### src/esc_pkg.sv
// constants and types for the erase-suspend command host controller
package esc_pkg;
	localparam int ADDR_W = 26;
	localparam int DATA_W = 16;
	localparam int WC_W = 9;
	// fixed command-cycle addresses
	localparam logic [25:0] UNLOCK1_ADDR = 26'h000_0555;
	localparam logic [25:0] UNLOCK2_ADDR = 26'h000_02AA;
	// command data codes
	localparam logic [15:0] CMD_UNLOCK1 = 16'h00AA;
	localparam logic [15:0] CMD_UNLOCK2 = 16'h0055;
	localparam logic [15:0] CMD_LOCK_SET = 16'h00A0;
	localparam logic [15:0] CMD_SET_EXIT = 16'h0090;
	localparam logic [15:0] CMD_SET_EXIT2 = 16'h0000;
	localparam logic [15:0] CMD_RESET = 16'h00F0;
	localparam logic [15:0] CMD_WORD_PROG = 16'h00A0;
	localparam logic [15:0] CMD_BUF_LOAD = 16'h0025;
	localparam logic [15:0] CMD_BUF_CONFIRM = 16'h0029;
	localparam logic [15:0] CMD_SUSPEND = 16'h00B0;
	localparam logic [15:0] CMD_PSUSP_ALT = 16'h0051;
	localparam logic [15:0] CMD_RESUME = 16'h0050;
	localparam logic [15:0] CMD_RESUME_ALT = 16'h0030;
	localparam logic [15:0] CMD_SR_READ = 16'h0070;
	localparam logic [8:0] BUF_MAX_WORDS = 9'h100;
	localparam logic [2:0] STEP_CONFIRM = 3'h4;
	// timing, clock period 40 ns
	localparam int CLK_NS = 40;
	localparam int WE_LOW_NS = 60;
	localparam int READ_NS = 120;
	localparam int SYNC_CYC = 2;
	localparam int ESL_NS = 45000;
	localparam int PSL_NS = 45000;
	localparam int WE_CYC = (WE_LOW_NS + CLK_NS - 1) / CLK_NS;
	localparam int READ_CYC = (READ_NS + CLK_NS - 1) / CLK_NS + SYNC_CYC;
	localparam int ESL_CYC = (ESL_NS + CLK_NS - 1) / CLK_NS;
	localparam int PSL_CYC = (PSL_NS + CLK_NS - 1) / CLK_NS;
	localparam int TMR_W = 11;
	// host requests
	typedef enum logic [3:0] {
		OP_LOCK_SET = 4'h0,
		OP_LOCK_EXIT = 4'h1,
		OP_RESET = 4'h2,
		OP_WORD_PROG = 4'h3,
		OP_BUF_PROG = 4'h4,
		OP_PROG_SUSP = 4'h5,
		OP_ERASE_SUSP = 4'h6,
		OP_RESUME = 4'h7,
		OP_STATUS = 4'h8
	} esc_op_t;
	// one-hot controller states
	typedef enum logic [6:0] {
		ST_IDLE = 7'h01,
		ST_SETUP = 7'h02,
		ST_STROBE = 7'h04,
		ST_HOLD = 7'h08,
		ST_DATA = 7'h10,
		ST_READ = 7'h20,
		ST_WAIT = 7'h40
	} esc_state_t;
	typedef struct packed {
		esc_state_t state;
		esc_op_t op;
		logic [2:0] step;
		logic inData;
		logic alt;
		logic unl;
		logic [25:0] addr;
		logic [15:0] wdata;
		logic [8:0] wordsLeft;
		logic [25:0] wordAddr;
		logic [10:0] timer;
		logic [25:0] busAddr;
		logic [15:0] busData;
		logic ceN;
		logic weN;
		logic oeN;
		logic dqDriveN;
		logic done;
		logic err;
		logic [15:0] rdData;
		logic [15:0] dqMeta;
		logic [15:0] dqSync;
	} esc_regs_t;
endpackage

### src/esc_host.sv
// host controller issuing erase-suspend command sequences to the flash
//Contract
//[RQ1] lock mode: A0 set, 90 then 00 exit
//[RQ2] buffer over 256 words or sector change aborts; code refuses only zero or over-256 counts, no sector check
//[RQ3] device settles into erase-suspended within latency
//[RQ4] device settles into nested program-suspended within latency
//[RQ5] program suspend accepts B0 or 51
//[RQ6] resume with 50/30, optionally after unlock
//[RQ7] device treats 30 like 50 there
//[RQ8] status entry 70 gives one read, returns
`timescale 1ns/1ps
module esc_host #(
	parameter int ESL_CYCLES = esc_pkg::ESL_CYC,
	parameter int PSL_CYCLES = esc_pkg::PSL_CYC
) (
	// clock and reset
	input wire logic clk,
	input wire logic rst,
	// request port
	input wire logic req,
	output logic reqReady,
	input wire esc_pkg::esc_op_t op,
	input wire logic [25:0] addr,
	input wire logic [15:0] data,
	input wire logic [8:0] wordCount,
	input wire logic altCode,
	input wire logic withUnlock,
	// buffer word stream
	input wire logic wrValid,
	output logic wrReady,
	input wire logic [15:0] wrData,
	// answer
	output logic done,
	output logic error,
	output logic [15:0] rdData,
	// flash pins
	output logic [25:0] flAddr,
	output logic [15:0] dqOut,
	output logic dqDriveN,
	input wire logic [15:0] dqIn,
	output logic ceN,
	output logic weN,
	output logic oeN
);
	esc_pkg::esc_regs_t s_r;
	esc_pkg::esc_regs_t s_nxt;

	// header step count; unlocked ops carry two leading cycles
	function automatic logic [2:0] seqLen(esc_pkg::esc_op_t o, logic u);
		unique case (o)
			esc_pkg::OP_LOCK_SET, esc_pkg::OP_LOCK_EXIT: seqLen = 3'h2;
			esc_pkg::OP_WORD_PROG, esc_pkg::OP_BUF_PROG: seqLen = 3'h4;
			esc_pkg::OP_RESUME: seqLen = u ? 3'h3 : 3'h1;
			default: seqLen = 3'h1;
		endcase
	endfunction

	function automatic logic needUnlock(esc_pkg::esc_op_t o, logic u);
		needUnlock = (o == esc_pkg::OP_WORD_PROG) ||
			(o == esc_pkg::OP_BUF_PROG) || (o == esc_pkg::OP_RESUME && u);
	endfunction

	// address and data of one command cycle: {addr, data}
	function automatic logic [41:0] seqWord(esc_pkg::esc_regs_t r,
		logic [2:0] st);
		logic [15:0] wcm1;
		wcm1 = 16'(r.wordsLeft - 9'h001);
		seqWord = {r.addr, esc_pkg::CMD_RESET};
		if (needUnlock(r.op, r.unl) && st == 3'h0) begin
			seqWord = {esc_pkg::UNLOCK1_ADDR, esc_pkg::CMD_UNLOCK1};
		end else if (needUnlock(r.op, r.unl) && st == 3'h1) begin
			seqWord = {esc_pkg::UNLOCK2_ADDR, esc_pkg::CMD_UNLOCK2};
		end else begin
			unique case (r.op)
				// [RQ1] lock mode codes
				esc_pkg::OP_LOCK_SET: seqWord = (st == 3'h0) ?
					{r.addr, esc_pkg::CMD_LOCK_SET} : {r.addr, r.wdata};
				esc_pkg::OP_LOCK_EXIT: seqWord = (st == 3'h0) ?
					{r.addr, esc_pkg::CMD_SET_EXIT} :
					{r.addr, esc_pkg::CMD_SET_EXIT2};
				esc_pkg::OP_RESET: seqWord = {r.addr, esc_pkg::CMD_RESET};
				esc_pkg::OP_WORD_PROG: seqWord = (st == 3'h2) ?
					{esc_pkg::UNLOCK1_ADDR, esc_pkg::CMD_WORD_PROG} :
					{r.addr, r.wdata};
				esc_pkg::OP_BUF_PROG: begin
					if (st == 3'h2) begin
						seqWord = {r.addr, esc_pkg::CMD_BUF_LOAD};
					end else if (st == 3'h3) begin
						seqWord = {r.addr, wcm1};
					end else begin
						seqWord = {r.addr, esc_pkg::CMD_BUF_CONFIRM};
					end
				end
				// [RQ5] either suspend code
				esc_pkg::OP_PROG_SUSP: seqWord = {r.addr, r.alt ?
					esc_pkg::CMD_PSUSP_ALT : esc_pkg::CMD_SUSPEND};
				esc_pkg::OP_ERASE_SUSP:
					seqWord = {r.addr, esc_pkg::CMD_SUSPEND};
				// [RQ6] resume code, legacy form on request
				esc_pkg::OP_RESUME: seqWord = {r.addr, r.alt ?
					esc_pkg::CMD_RESUME_ALT : esc_pkg::CMD_RESUME};
				esc_pkg::OP_STATUS:
					seqWord = {esc_pkg::UNLOCK1_ADDR, esc_pkg::CMD_SR_READ};
				default: seqWord = {r.addr, esc_pkg::CMD_RESET};
			endcase
		end
	endfunction

	// next-state logic for the whole controller
	always_comb begin
		s_nxt = s_r;
		s_nxt.dqMeta = dqIn;
		s_nxt.dqSync = s_r.dqMeta;
		s_nxt.done = 1'b0;
		s_nxt.err = 1'b0;
		unique case (s_r.state)
			esc_pkg::ST_IDLE: begin
				if (req) begin
					s_nxt.op = op;
					s_nxt.addr = addr;
					s_nxt.wdata = data;
					s_nxt.wordsLeft = wordCount;
					s_nxt.wordAddr = addr;
					s_nxt.alt = altCode;
					s_nxt.unl = withUnlock;
					s_nxt.step = 3'h0;
					s_nxt.inData = 1'b0;
					// [RQ2] refuse zero or over-256 word counts; loads crossing a sector are not refused
					if (op == esc_pkg::OP_BUF_PROG &&
						(wordCount == 9'h000 ||
						wordCount > esc_pkg::BUF_MAX_WORDS)) begin
						s_nxt.done = 1'b1;
						s_nxt.err = 1'b1;
					end else begin
						s_nxt.state = esc_pkg::ST_SETUP;
						{s_nxt.busAddr, s_nxt.busData} =
							seqWord(s_nxt, 3'h0);
						s_nxt.dqDriveN = 1'b0;
						s_nxt.ceN = 1'b0;
					end
				end
			end
			esc_pkg::ST_SETUP: begin
				s_nxt.state = esc_pkg::ST_STROBE;
				s_nxt.weN = 1'b0;
				s_nxt.timer = 11'(esc_pkg::WE_CYC - 1);
			end
			esc_pkg::ST_STROBE: begin
				if (s_r.timer == 11'h000) begin
					s_nxt.weN = 1'b1;
					s_nxt.ceN = 1'b1;
					s_nxt.state = esc_pkg::ST_HOLD;
				end else begin
					s_nxt.timer = s_r.timer - 11'h001;
				end
			end
			esc_pkg::ST_HOLD: begin
				// data hold cycle, then pick the next bus cycle
				s_nxt.state = esc_pkg::ST_SETUP;
				s_nxt.ceN = 1'b0;
				if (s_r.inData) begin
					s_nxt.wordsLeft = s_r.wordsLeft - 9'h001;
					if (s_r.wordsLeft == 9'h001) begin
						s_nxt.inData = 1'b0;
						s_nxt.step = esc_pkg::STEP_CONFIRM;
						{s_nxt.busAddr, s_nxt.busData} =
							seqWord(s_r, esc_pkg::STEP_CONFIRM);
					end else begin
						s_nxt.state = esc_pkg::ST_DATA;
						s_nxt.ceN = 1'b1;
					end
				end else if (s_r.step + 3'h1 < seqLen(s_r.op, s_r.unl)) begin
					s_nxt.step = s_r.step + 3'h1;
					{s_nxt.busAddr, s_nxt.busData} =
						seqWord(s_r, s_nxt.step);
				end else if (s_r.op == esc_pkg::OP_BUF_PROG &&
					s_r.step != esc_pkg::STEP_CONFIRM) begin
					s_nxt.inData = 1'b1;
					s_nxt.state = esc_pkg::ST_DATA;
					s_nxt.ceN = 1'b1;
				end else if (s_r.op == esc_pkg::OP_STATUS) begin
					s_nxt.state = esc_pkg::ST_READ;
					s_nxt.dqDriveN = 1'b1;
					s_nxt.oeN = 1'b0;
					s_nxt.timer = 11'(esc_pkg::READ_CYC - 1);
				end else if (s_r.op == esc_pkg::OP_PROG_SUSP ||
					s_r.op == esc_pkg::OP_ERASE_SUSP) begin
					// wait out the device's settling latency
					s_nxt.state = esc_pkg::ST_WAIT;
					s_nxt.ceN = 1'b1;
					s_nxt.dqDriveN = 1'b1;
					s_nxt.timer = (s_r.op == esc_pkg::OP_PROG_SUSP) ?
						11'(PSL_CYCLES - 1) : 11'(ESL_CYCLES - 1);
				end else begin
					s_nxt.state = esc_pkg::ST_IDLE;
					s_nxt.ceN = 1'b1;
					s_nxt.dqDriveN = 1'b1;
					s_nxt.done = 1'b1;
				end
			end
			esc_pkg::ST_DATA: begin
				// [RQ2] word addresses count up from the request address with no check against the sector base
				if (wrValid) begin
					s_nxt.busAddr = s_r.wordAddr;
					s_nxt.busData = wrData;
					s_nxt.wordAddr = s_r.wordAddr + 26'h000_0001;
					s_nxt.ceN = 1'b0;
					s_nxt.state = esc_pkg::ST_SETUP;
				end
			end
			esc_pkg::ST_READ: begin
				// one status read, sampled after the synchroniser
				if (s_r.timer == 11'h000) begin
					s_nxt.rdData = s_r.dqSync;
					s_nxt.oeN = 1'b1;
					s_nxt.ceN = 1'b1;
					s_nxt.done = 1'b1;
					s_nxt.state = esc_pkg::ST_IDLE;
				end else begin
					s_nxt.timer = s_r.timer - 11'h001;
				end
			end
			esc_pkg::ST_WAIT: begin
				if (s_r.timer == 11'h000) begin
					s_nxt.done = 1'b1;
					s_nxt.state = esc_pkg::ST_IDLE;
				end else begin
					s_nxt.timer = s_r.timer - 11'h001;
				end
			end
			default: s_nxt.state = esc_pkg::ST_IDLE;
		endcase
	end

	// state register
	always_ff @(posedge clk) begin
		if (rst) begin
			s_r <= '0;
			s_r.state <= esc_pkg::ST_IDLE;
			s_r.op <= esc_pkg::OP_RESET;
			s_r.ceN <= 1'b1;
			s_r.weN <= 1'b1;
			s_r.oeN <= 1'b1;
			s_r.dqDriveN <= 1'b1;
		end else begin
			s_r <= s_nxt;
		end
	end

	// outputs; handshakes are combinational
	assign reqReady = (s_r.state == esc_pkg::ST_IDLE);
	assign wrReady = (s_r.state == esc_pkg::ST_DATA);
	assign done = s_r.done;
	assign error = s_r.err;
	assign rdData = s_r.rdData;
	assign flAddr = s_r.busAddr;
	assign dqOut = s_r.busData;
	assign dqDriveN = s_r.dqDriveN;
	assign ceN = s_r.ceN;
	assign weN = s_r.weN;
	assign oeN = s_r.oeN;
endmodule

### config.mk
export PLATFORM = sky130hd
export DESIGN_NAME = esc_host
export DESIGN_NICKNAME = d
export VERILOG_FILES = /design/src/esc_pkg.sv /design/src/esc_host.sv
export SDC_FILE = /design/constraint.sdc
export NUM_CORES = 1
export LEC_CHECK = 0
export BUFFER_PORTS_ARGS = -buffer_cell sky130_fd_sc_hd__clkbuf_2
export CORE_UTILIZATION = 58
export CTS_CLUSTER_SIZE = 30
export DETAILED_ROUTE_END_ITERATION = 6
export GPL_ROUTABILITY_DRIVEN = 0
export GPL_TIMING_DRIVEN = 0
export PLACE_DENSITY = 0.81
export REMOVE_ABC_BUFFERS = 1
export SYNTH_ARGS = -nofsm -noshare
export SYNTH_HDL_FRONTEND = slang
export SYNTH_SLANG_ARGS = --single-unit
### constraint.sdc
create_clock -name clk -period 3.5 [get_ports clk]
set_clock_uncertainty 0.1 [all_clocks]
set_input_delay 0 -clock clk [delete_from_list [all_inputs] [get_ports clk]]
set_output_delay 0 -clock clk [all_outputs]
set_load 0.005 [all_outputs]
; ---- After elaboration in Yosys (flattened, before gate mapping)
; Cells that the tools add are included.
[op_classes]
reduce_logical = 43
eq_ne = 41
addsub = 5
bitwise = 2
order_cmp = 2
muxes = 76
[ops]
columns = op, n
row1 = 42-bit case mux with 8 select lines, 2
row2 = 42-bit case mux with 7 select lines, 1
row3 = 42-bit two-way mux, 6
row4 = 43-bit two-way mux, 4
row5 = 42-bit case mux with 3 select lines, 1
row6 = 94-bit two-way mux, 1
row7 = 7-bit two-way mux, 11
row8 = 11-bit two-way mux, 6
row9 = 26-bit case mux with 2 select lines, 1
row10 = 16-bit two-way mux, 3
row11 = 7-bit case mux with 6 select lines, 1
row12 = 11-bit case mux with 3 select lines, 1
row13 = 4-bit by 3-bit equality test with 1-bit output (second input constant), 8
row14 = 6-bit AND reduction, 5
row15 = 26-bit by 1-bit adder with 26-bit output (second input constant), 1
row16 = 26-bit two-way mux, 1
row17 = 8-bit two-way mux, 3
row18 = 2-bit != test (second input constant), 11
row19 = 3-bit two-way mux, 7
row20 = 9-bit case mux with 2 select lines, 1
row21 = 1-bit two-way mux, 12
row22 = 3-bit != test (second input constant), 4
row23 = 11-bit zero test, 1
row24 = 11-bit by 1-bit subtractor with 11-bit output (second input constant), 1
row25 = 43 further kinds, 76
[totals]
output_inout_bits = 66
inputBits = 93
elab_cells = 191
regBits = 201

; ---- Longest topological paths before layout
; Gate-level depths: netlist (run 1).
[logic_depth]
word_depth = 10
ltp_mapped = 14
depth_no_buf = 10

; ---- Worst setup path after synthesis (run 1)
; Ideal clock, no wire load.
[synth_path]
path_type = register to register
start = register s_r[192] (netlist name)
end = register s_r[97] (netlist name)
path_stages_with_launch = 14
path_buffers = 3
synth_period_minus_slack_ns = 3.019
arrival_time_ns = 2.849
required_time_ns = 3.330
setup_time_ns = 0.070
setup_slack_ns = 0.481
cell_sequence = dfxtp_1 > clkbuf_1 > clkbuf_1 > clkbuf_1 > nand2_1 > o22ai_1 > nand2_1 > ha_1 > nand2_1 > nor3_1 > o21ai_0 > a211o_1 > or4_1 > a21oi_1
[synth_via]
elab_chain_len = 8
word_cells_on_any_way = 25
cone_classes = order compare: 1 / eq/ne: 10 / mux: 8 / reduce/logical: 6
[synth_lines]
columns = element, line
row1 = "start, declared", esc_host.sv:45  ; esc_pkg::esc_regs_t s_r;
row2 = "start signal, assigned", esc_host.sv:246  ; s_r <= s_nxt;
row3 = 4-bit by 2-bit equality test with 1-bit output (tied with other cells), esc_host.sv:50  ; unique case (o)
row4 = 2-bit OR reduction, esc_host.sv:50
row5 = 3-bit case mux with 3 select lines, esc_host.sv:50
row6 = 3-bit two-way mux, esc_host.sv:161  ; if (s_r.inData) begin
row7 = 3-bit two-way mux, esc_host.sv:116  ; unique case (s_r.state)
row8 = 3-bit < comparator, esc_host.sv:172  ; end else if (s_r.step + 3'h1 < seqLen(s_r.op, s_r.unl)) begin
row9 = 2-bit != test (no source line), -
row10 = 6-bit AND reduction (no source line), -
; Several ways; a longest one is shown, not always the timed one. The select of a mux whose other input is x is not followed.
; A chain may end at the register's enable or synchronous reset.

; ---- Final worst setup path (run 1)
[layout_path]
start = register s_r[193] (netlist name)
end = register s_r, in the netlist flAddr[2]
[layout_via]
elab_chain_len = 9
word_cells_on_any_way = 30
cone_classes = order compare: 1 / eq/ne: 8 / mux: 11 / reduce/logical: 10
[layout_lines]
columns = element
row1 = branches (longest 9 deep; another with 3-bit < comparator)
; Parallel ways; which one is timed is not known. The select of a mux whose other input is x is not followed.

==> out/results.tsv, run 1 <==
stage	metric	value	unit
critical_path	end_kind	flip-flop	
timing	hold_slack	0.0211	ns
synthesis	yosysSeqAreaShare	37.6	%
grt	antenna_found_initial	0	
synthesis	synth_edf_count	0	
critical_path	crit_type	flip-flop to flip-flop	
grt	grt-ovfl-total	0	
layout	multi_input_area	0.00586	mm2
run_status	status	completed	
synthesis	synth.avg_cell_area	7.82	um2
timing	setup_violations	0	
synthesis	async_reset_ff_share	0	%
synthesis	ys_ff_latch	201	
cts	cts_root_buf	clkbuf_16	
power	ir_drop	0.000491	V
grt	grt_max_degree	149	
floorplanning	start_util	59.3	%
placed_design	port_buffers	158	
cts	clk_pin_slew	0.07	ns
grt	grt_usage	35.7	%
layout	post-route-util	72.0	%
synthesis	synth_ff_type	dfxtp_1	
floorplanning	core	0.0180	mm2
route	wl	34.2	mm
route	route.detailed.drc	0	
cts	cts_buffers	22	
placed_design	place_area	0.0111	mm2
layout	drive_gt1_share	17.0	%
synthesis	synth_top_cell_by_area	dfxtp_1	
synthesis	synth_cell_types	87	
synthesis	yosys_warnings	0	
critical_path	crit_fanout	35	
cts	cts_tree	done	
critical_path	cpPeakStageDelay	0.65	ns
cts	clkLatencyLatePin	0.51	ns
critical_path	crit_chain	or4b_4 -> and2_1 -> ha_1 -> a21oi_1 -> nand2_1 -> nor3_4 -> buf_4 -> o211a_4 -> o31ai_1 -> o221a_1	
synthesis	synth_top_cells_by_count	201 x dfxtp_1, 167 x nand2_1, 128 x a21oi_1	
floorplanning	row_count	49	
cts	cts.sinks	201	
placed_design	dp_hpwl	19.9	mm
layout	fin_nets	1603	
timing	max_slew.worst_pin.slew	1.18	ns
floorplanning	die_h	138	um
route	dr.first_iter.drc_count	1486	
synthesis	synthTopCellsByArea	dfxtp_1 38%, a21oi_1 6.0%, nand2_1 5.9%	
layout	regArea	0.00404	mm2
route	routed_via_density	6.45	
route	dr.pass1.iters	7	
layout	antenna_cells	0	
route	ant_nets	0	
timing	final_max_slew_viol_count	0	
layout	fill_cells	1377	
timing	finalHoldViolCount	0	
floorplanning	fp.dieArea	0.0190	mm2
synthesis	syn_area	0.0107	mm2
critical_path	cp-start-kind	flip-flop	
min_path	hp-class	primary input to flip-flop	
cts	cts_max_path_buffers	3	
timing	min_period_over_period	98.7	%
floorplanning	io_pins	159	
route	vias	11200	
cts	h-tree-depth	1	
timing	finalCriticalPeriod	3.45	ns
power	p_leak	4.99	nW
critical_path	crit_arrival	3.75	ns
layout	syn_to_final_growth	21.4	%
grt	grt_pass1_wl	53.6	mm
synthesis	yosysMostFrequentCell	dfxtp_1	
layout	final_cell_area	0.0130	mm2
timing	rsz0062_at_grt	true	
timing	max_slew_margin	21.4	%
power	powerDensity	574	mW/mm2
synthesis	synthCells	1368	
timing	fmax	289	MHz
floorplanning	die_w	138	um
critical_path	critical-path-slowest-cell	or4b_4	
run	max_cap_violations	0	
route	detail_route.wl_per_cell	19.6	um
power	finalPower	0.00745	W
synthesis	yosysTopAreaCellShare	37.6	%
critical_path	required	3.80	ns
grt	first_global_vias	10600	
## final timing paths
check	cells after the start	slack, ns	endpoint	start
hold / removal	4	0.02	dqOut[1]	wrData[1]
hold reg to reg	1	0.33	s_r[8]	s_nxt[8]
setup reg to reg	10	0.05	flAddr[2]	s_r[193]
setup / recovery	10	0.05	flAddr[2]	s_r[193]
## through the flow
step                setup TNS, ns  cells  setup slack (ns)
floorplan                  -35.49   1210             -1.56
global placement          -261.59   1597             -4.47
detailed placement         -64.86   1608             -1.37
CTS                             0   1737           0.00428
global route               -0.160   1743           -0.0510
finish                          0   1743            0.0453
## layer usage
layer / global-route usage, % / up-vias / wire length (um)
met2: 57.2 / 701 / 15700
met1: 44.2 / 5200 / 13300
met5: 0 / - / 0
met3: 8.87 / 175 / 3510
li1: - / 5169 / -
met4: 18.2 / 0 / 1680
## power by group
| group | internal, W | total [W] | switching [W] | leakage (nW) |
|---|---|---|---|---|
| logic | 0.000770 | 0.00199 | 0.00122 | 2.95 |
| registers | 0.00262 | 0.00293 | 0.000309 | 1.65 |
| clock network | 0.00156 | 0.00253 | 0.000971 | 0.383 |
## flip-flops by register name, indices dropped and copies added (netlist names)
signal and flops:
rdData 16, error 1, dqOut 16, oeN 1, ceN 1, weN 1, s_r 121, done 1
s_nxt 16, flAddr 26, dqDriveN 1
## worst max-delay path: cells and delay by family, from the launching register on
kind                       cells  cell delay, ns
and+or+nand+nor                4            1.17
DFF                            1            0.45
buffers and inverters          1            0.18
adders and majority gates      1            0.34
AOI/OAI and AO/OA              4            1.10
## placed cells by master, fill, tap and decap left out, types with 11 or more instances in the layout
master / count
mux2i_1: 20
a221oi_1: 19
a21oi_1: 128
ha_1: 11
o21ai_0: 104
clkbuf_16: 23
nand3_1: 44
nor2_1: 106
clkbuf_2: 157
nor3_1: 38
inv_1: 30
dlygate4sd3_1: 89
xor2_1: 12
dfxtp_1: 197
a222oi_1: 14
nand2_1: 166
a31oi_1: 31
nand4_1: 12
nor2b_1: 45
## what timing repair did
| action | in CTS | in global routing |
|---|---|---|
| hold endpoints to repair | 139 | 0 |
| gates resized for setup | 24 | 10 |
| pin swaps | 2 | 3 |
| endpoints found under the setup margin | 92 | 59 |
| gates cloned | 1 | 0 |
| hold buffers | 89 | 0 |
| setup buffers | 0 | 6 |
## logic make-up (layout without fill, tap and decap cells)
| logic type | Yosys count | after routing | synth area share [%] |
|---|---|---|---|
| adder cells (fa/ha/maj) | 11 | 11 | 1.29 |
| XOR/XNOR | 21 | 21 | 1.72 |
| AO/OA/AOI/OAI | 420 | 421 | 25.2 |
| AND/OR/NAND/NOR | 502 | 502 | 23.1 |
| multiplexers | 22 | 22 | 2.08 |
| buffers and inverters | 191 | 336 | 9.08 |
| flip-flops | 201 | 201 | 37.6 |
## final cells by class
type,instances,share of cell area (%)
clock inverter,9,1.17
clock buffer,30,4.87
timing repair buffer,264,14.5
multi-input combinational,977,45.1
tap,229,2.21
sequential,201,31.1
inverter,33,1.03
No activity file was read; power rests on OpenSTA's default activity.
==> inputs of run 2 (changes only) <==
--- a/config.mk
+++ b/config.mk
@@ -6,12 +6,14 @@
 export NUM_CORES = 1
 export LEC_CHECK = 0
 export BUFFER_PORTS_ARGS = -buffer_cell sky130_fd_sc_hd__clkbuf_2
+export CORE_MARGIN = 4
 export CORE_UTILIZATION = 58
 export CTS_CLUSTER_SIZE = 30
 export DETAILED_ROUTE_END_ITERATION = 6
 export GPL_ROUTABILITY_DRIVEN = 0
 export GPL_TIMING_DRIVEN = 0
 export PLACE_DENSITY = 0.81
+export RECOVER_POWER = 25
 export REMOVE_ABC_BUFFERS = 1
 export SYNTH_ARGS = -nofsm -noshare
 export SYNTH_HDL_FRONTEND = slang
==> out/results.tsv, run 2 (synthesis gave the netlist of run 1 again) <==
stage	metric	value	unit	change
run_status	status	completed		
power	ir_drop	0.000527	V	+7.4%
min_path	min-delay-start	req		
floorplanning	fp.dieArea	0.0207	mm2	+8.9%
timing	final_max_slew_viol_count	0		unchanged
layout	regMostFlops	s_r		
min_path	hp-class	primary input to flip-flop		
grt	antenna_found_initial	0		unchanged
route	wl	34.9	mm	+2.3%
layout	most-common-layout-cells	197 x dfxtp_1, 166 x nand2_1, 128 x a21oi_1		
grt	grt-ovfl-total	0		unchanged
critical_path	required	3.83	ns	+0.03 ns
timing	setup_violations	0		unchanged
layout	drive_gt1_share	14.5	%	-2.5 points
critical_path	cp-start-kind	flip-flop		
layout	layoutNonFillerInstCount	1753		+0.57%
route	dr.pass1.iters	7		unchanged
floorplanning	die_w	144	um	+4.4%
floorplanning	row_count	49		unchanged
cts	cts_max_path_buffers	3		unchanged
layout	syn_to_final_growth	21.5	%	
critical_path	ff2ff_path_depth	5		-5
layout	fill_cells	1408		+2.3%
power	powerDensity	567	mW/mm2	-1.1%
cts	h-tree-depth	1		unchanged
grt	grt_usage	32.2	%	-3.5 points
route	route.detailed.drc	0		unchanged
critical_path	r2r_start	s_r[196]		
cts	cts.sinks	201		unchanged
floorplanning	core	0.0180	mm2	unchanged
run	max_cap_violations	0		unchanged
timing	max_slew.worst_pin.slew	1.39	ns	+0.218 ns
critical_path	rr_endpoint	dqOut[2]		
critical_path	r2r_slack	0.04	ns	about the same
cts	cts_buffers	22		unchanged
min_path	hold_end	dqDriveN		
grt	first_global_vias	10600		-0.29%
critical_path	crit_arrival	3.80	ns	+0.05 ns
placed_design	dp_cells	1607		-0.062%
cts	clkLatencyLatePin	0.51	ns	about the same
route	ant_nets	0		unchanged
route	vias	11400		+1.5%
placed_design	port_buffers	158		unchanged
cts	clk_pin_slew	0.06	ns	about the same
cts	cts_root_buf	clkbuf_16		
floorplanning	start_util	59.3	%	unchanged
grt	grt_max_degree	145		-2.7%
critical_path	crit_fanout	22		-37%
route	dr.first_iter.drc_count	1539		+3.6%
critical_path	crit_type	flip-flop to flip-flop		
min_path	hold_depth	3		-1
grt	grt_pass1_wl	54.4	mm	+1.4%
critical_path	end_kind	flip-flop		
placed_design	dp_hpwl	20.8	mm	+4.0%
floorplanning	io_pins	159		unchanged
floorplanning	die_h	144	um	+4.4%
cts	cts_tree	done		
timing	max_slew_margin	5.54	%	-16 points
timing	fmax	289	MHz	-0.29%
power	finalPower	0.00737	W	-1.0%
timing	finalCriticalPeriod	3.46	ns	+0.0101 ns
timing	min_period_over_period	99.0	%	+0.29 points
route	routed_via_density	6.51		+0.92%
layout	final_common_cell	dfxtp_1		
layout	fin_nets	1613		+0.62%
timing	finalHoldViolCount	0		unchanged
layout	largest_register_ffs	121		unchanged
power	p_leak	4.88	nW	-2.0%
route	detail_route.wl_per_cell	19.9	um	+1.7%
run 2: layout make-up:
cell class	instances	area (um2)	area share, %
Clock buffer	32	669	5.15
Clock inverter	6	82.6	0.635
Multi-Input combinational cell	978	5890	45.3
Sequential cell	201	4040	31.1
Tap cell	229	287	2.20
Timing Repair Buffer	273	1900	14.6
Inverter	33	131	1.01
Antenna cell	1	2.50	0.0193
run 2: what timing repair did:
action,4_1_cts,5_1_grt
endpoints found under the hold margin,139,0
buffers inserted,0,15
hold buffers,90,0
gates cloned,2,0
resized for setup,25,12
pin swaps,2,3
endpoints found under the setup margin,92,86
run 2: worst max-delay path, cell delays in order (launching register included):
cell and delay (ns):
dfxtp_1 0.49, or4_1 0.76, or3_4 0.54, nor3_1 1.02, a211oi_1 0.24, a31oi_1 0.23
run 2: worst max-delay path by stage:
stage                end  startpoint  slack [ns]  cells after the start
2_1_floorplan   s_r[131]    s_r[194]       -1.56                      6
3_3_place_gp    s_r[131]    s_r[194]       -4.31                      6
3_5_place_dp   flAddr[6]    s_r[187]       -1.40                     10
4_1_cts              oeN    s_r[196]       0.008                      7
5_1_grt         dqOut[2]    s_r[196]       -0.01                      5
6_report        dqOut[2]    s_r[196]        0.04                      5
run 2: metal layers:
metal / share of wire, % / vias up / track usage (%)
li1: - / 5188 / -
met1: 39 / 5295 / 41.4
met2: 46 / 746 / 52.0
met3: 10 / 185 / 6.29
met4: 5.4 / 0 / 15.3
met5: 0 / - / 0
run 2: per-stage QoR:
stage | TNS [ns] | hold slack, ns | utilization, % | setup WS (ns) | cell area [um2]
after CTS | 0 | 0.00320 | 71.4 | 0.00763 | 12900
after detailed placement | -65.51 | 0.115 | 61.5 | -1.40 | 11100
after floorplan | -35.49 | -0.0309 | - | -1.56 | 9850
after global routing | -0.0122 | 0.0201 | 72.1 | -0.00974 | 13000
final | 0 | 0.0140 | 72.1 | 0.0352 | 13000
after global placement | -257.31 | 0.109 | 60.6 | -4.31 | 10900
run 2: report_power, final:
part	total (W)	switching, W	internal, W	leakage (nW)
clock network	0.00242	0.000952	0.00147	0.370
logic	0.00202	0.00124	0.000780	2.86
registers	0.00293	0.000314	0.00262	1.65
==> inputs of run 3 (changes only) <==
--- a/config.mk
+++ b/config.mk
@@ -5,7 +5,7 @@
 export SDC_FILE = /design/constraint.sdc
 export NUM_CORES = 1
 export LEC_CHECK = 0
-export BUFFER_PORTS_ARGS = -buffer_cell sky130_fd_sc_hd__clkbuf_2
+export BUFFER_PORTS_ARGS = -buffer_cell sky130_fd_sc_hd__buf_2
 export CORE_MARGIN = 4
 export CORE_UTILIZATION = 58
 export CTS_CLUSTER_SIZE = 30
==> out/results.tsv, run 3 (synthesis gave the netlist of run 1 again) <==
stage	metric	value	unit	change
run_status	violations	max-capacitance violations, max-slew violations		
critical_path	cpMostUsedCell	nand2_1		
floorplanning	row_count	49		unchanged
floorplanning	start_util	59.3	%	unchanged
timing	max_slew_margin	-7.78	%	-13 points
placed_design	port_buffers	158		unchanged
layout	final_common_cell	dfxtp_1		
floorplanning	io_pins	159		unchanged
grt	grt-ovfl-total	0		unchanged
layout	most-common-layout-cells	197 x dfxtp_1, 166 x nand2_1, 132 x buf_2		
route	routed_via_density	6.49		-0.31%
power	p_clk_share	31.6	%	-1.2 points
layout	drive_gt1_share	15.3	%	+0.84 points
layout	layoutNonFillerInstCount	1773		+1.1%
critical_path	critical-path-slowest-cell	or4_1		
floorplanning	die_w	144	um	unchanged
cts	cts_tree	done		
cts	cts_root_buf	clkbuf_16		
cts	clk_pin_slew	0.06	ns	about the same
placed_design	dp_cells	1607		unchanged
critical_path	end_kind	flip-flop		
timing	finalHoldViolCount	0		unchanged
cts	h-tree-depth	1		unchanged
layout	largest_register_ffs	121		unchanged
power	switchingPower	0.00254	W	+1.2%
grt	grt_pass1_wl	55.7	mm	+2.4%
run	max_cap_violations	1		+1
timing	min_period_over_period	98.1	%	-0.94 points
power	swShare	34.5	%	+0.49 points
timing	setup_violations	0		unchanged
layout	fin_nets	1636		+1.4%
grt	first_global_vias	10900		+2.8%
run_status	status	finished with violations		
route	dr.first_iter.drc_count	1716		+12%
critical_path	required	3.80	ns	-0.03 ns
timing	fmax	291	MHz	+0.96%
power	p_leak	5.06	nW	+3.6%
layout	syn_to_final_growth	23.6	%	
timing	final_max_slew_viol_count	23		+23
critical_path	crit_fanout	18		-18%
placed_design	dp_hpwl	20.6	mm	-0.89%
route	wl	35.6	mm	+1.8%
power	seq_power_share	39.7	%	about the same
layout	antenna_cells	0		-1
cts	clkLatencyLatePin	0.52	ns	about the same
route	route.detailed.drc	0		unchanged
power	p_comb_share	28.6	%	+1.2 points
grt	antenna_found_initial	0		unchanged
critical_path	crit_arrival	3.73	ns	-0.07 ns
critical_path	cp-start-kind	flip-flop		
grt	grt_max_degree	94		-35%
cts	cts_max_path_buffers	3		unchanged
critical_path	cpPeakStageDelay	0.76	ns	-0.26 ns
route	ant_nets	0		unchanged
min_path	hp-class	primary input to flip-flop		
timing	max_slew.worst_pin.slew	1.62	ns	+0.222 ns
critical_path	crit_chain	or4_1 -> nor3_4 -> buf_6 -> nand2_1 -> nor3b_2 -> nand2_1 -> a211o_1		
power	ir_drop	0.000403	V	-24%
floorplanning	fp.dieArea	0.0207	mm2	unchanged
min_path	min-delay-start	wrData[1]		
critical_path	crit_type	flip-flop to flip-flop		
cts	cts_buffers	22		unchanged
grt	grt_usage	33.1	%	+0.91 points
critical_path	crit_start	s_r[196]		
power	finalPower	0.00736	W	-0.19%
layout	regMostFlops	s_r		
power	p_int	0.00482	W	-0.93%
route	detail_route.wl_per_cell	20.1	um	+0.69%
power	powerDensity	557	mW/mm2	-1.9%
route	dr.pass1.iters	7		unchanged
critical_path	r2r_start	s_r[196]		
floorplanning	die_h	144	um	unchanged
cts	cts.sinks	201		unchanged
timing	finalCriticalPeriod	3.43	ns	-0.0331 ns
floorplanning	core	0.0180	mm2	unchanged
route	vias	11500		+0.83%
-- run 3: cell types whose count changed in the layout (fill, tap and decap cells not counted), sizes merged --
cell,delta
buf,+130
bufinv,-1
clkbuf,-130
clkinvlp,-1
diode,-1
dlygate4sd3,+22
o211a,+1
-- run 3: repair_timing --
item	4_1_cts	5_1_grt
endpoints found under the setup margin	92	101
setup buffers	0	13
gates cloned	2	1
hold buffers	113	0
pin swaps	2	3
gates resized for setup	23	14
hold endpoints to repair	162	0
-- run 3: power by group through the flow --
stage | registers [W] | logic, W | clock network, W
after floorplan | 0.00289 | 0.00103 | 0
after global placement | 0.00292 | 0.00163 | 0
after detailed placement | 0.00293 | 0.00171 | 0
after CTS | 0.00290 | 0.00194 | 0.00233
after global routing | 0.00296 | 0.00227 | 0.00243
final | 0.00292 | 0.00211 | 0.00233
-- run 3: cell type report --
| cell class | instances | area [um2] |
|---|---|---|
| clock buffer | 32 | 658 |
| clock inverter | 4 | 56.3 |
| fill | 1347 | 4810 |
| inverter | 33 | 131 |
| multi-input combinational | 979 | 5900 |
| sequential | 201 | 4030 |
| tap | 229 | 287 |
| timing repair buffer | 295 | 2150 |
-- run 3: stage by stage --
step / setup TNS [ns] / setup WS [ns] / area (um2) / util, % / hold WS [ns]
4_1_cts: -0.111 / -0.0507 / 13100 / 72.4 / 0.00240
3_5_place_dp: -63.07 / -1.38 / 11100 / 61.5 / 0.115
5_1_grt: -0.0352 / -0.0178 / 13200 / 73.3 / 0.0797
2_1_floorplan: -35.49 / -1.56 / 9850 / - / -0.0309
6_report: 0 / 0.0682 / 13200 / 73.3 / 0.0819
3_3_place_gp: -242.36 / -4.30 / 10900 / 60.6 / 0.108
-- run 3: path summary, 6_finish.rpt --
kind | end | slack [ns] | depth (start not counted)
setup / recovery | oeN | 0.07 | 7
hold / removal | dqOut[1] | 0.08 | 4
setup reg to reg | oeN | 0.07 | 7
hold reg to reg | s_r[5] | 0.33 | 1
-- run 3: per-layer routing --
layer  wire [um]  vias up  GRT usage, %
li1            -     5244             -
met1       13400     5277          42.8
met2       16200      817          53.3
met3        4180      171          6.06
met4        1730        0          16.3
met5           0        -             0
-- run 3: critical path, delay by kind of cell, from the launching register on --
| family | cells | cell delay, ns |
|---|---|---|
| AOI/OAI and AO/OA | 1 | 0.35 |
| buffers and inverters | 1 | 0.24 |
| DFF | 1 | 0.50 |
| and+or+nand+nor | 5 | 2.12 |
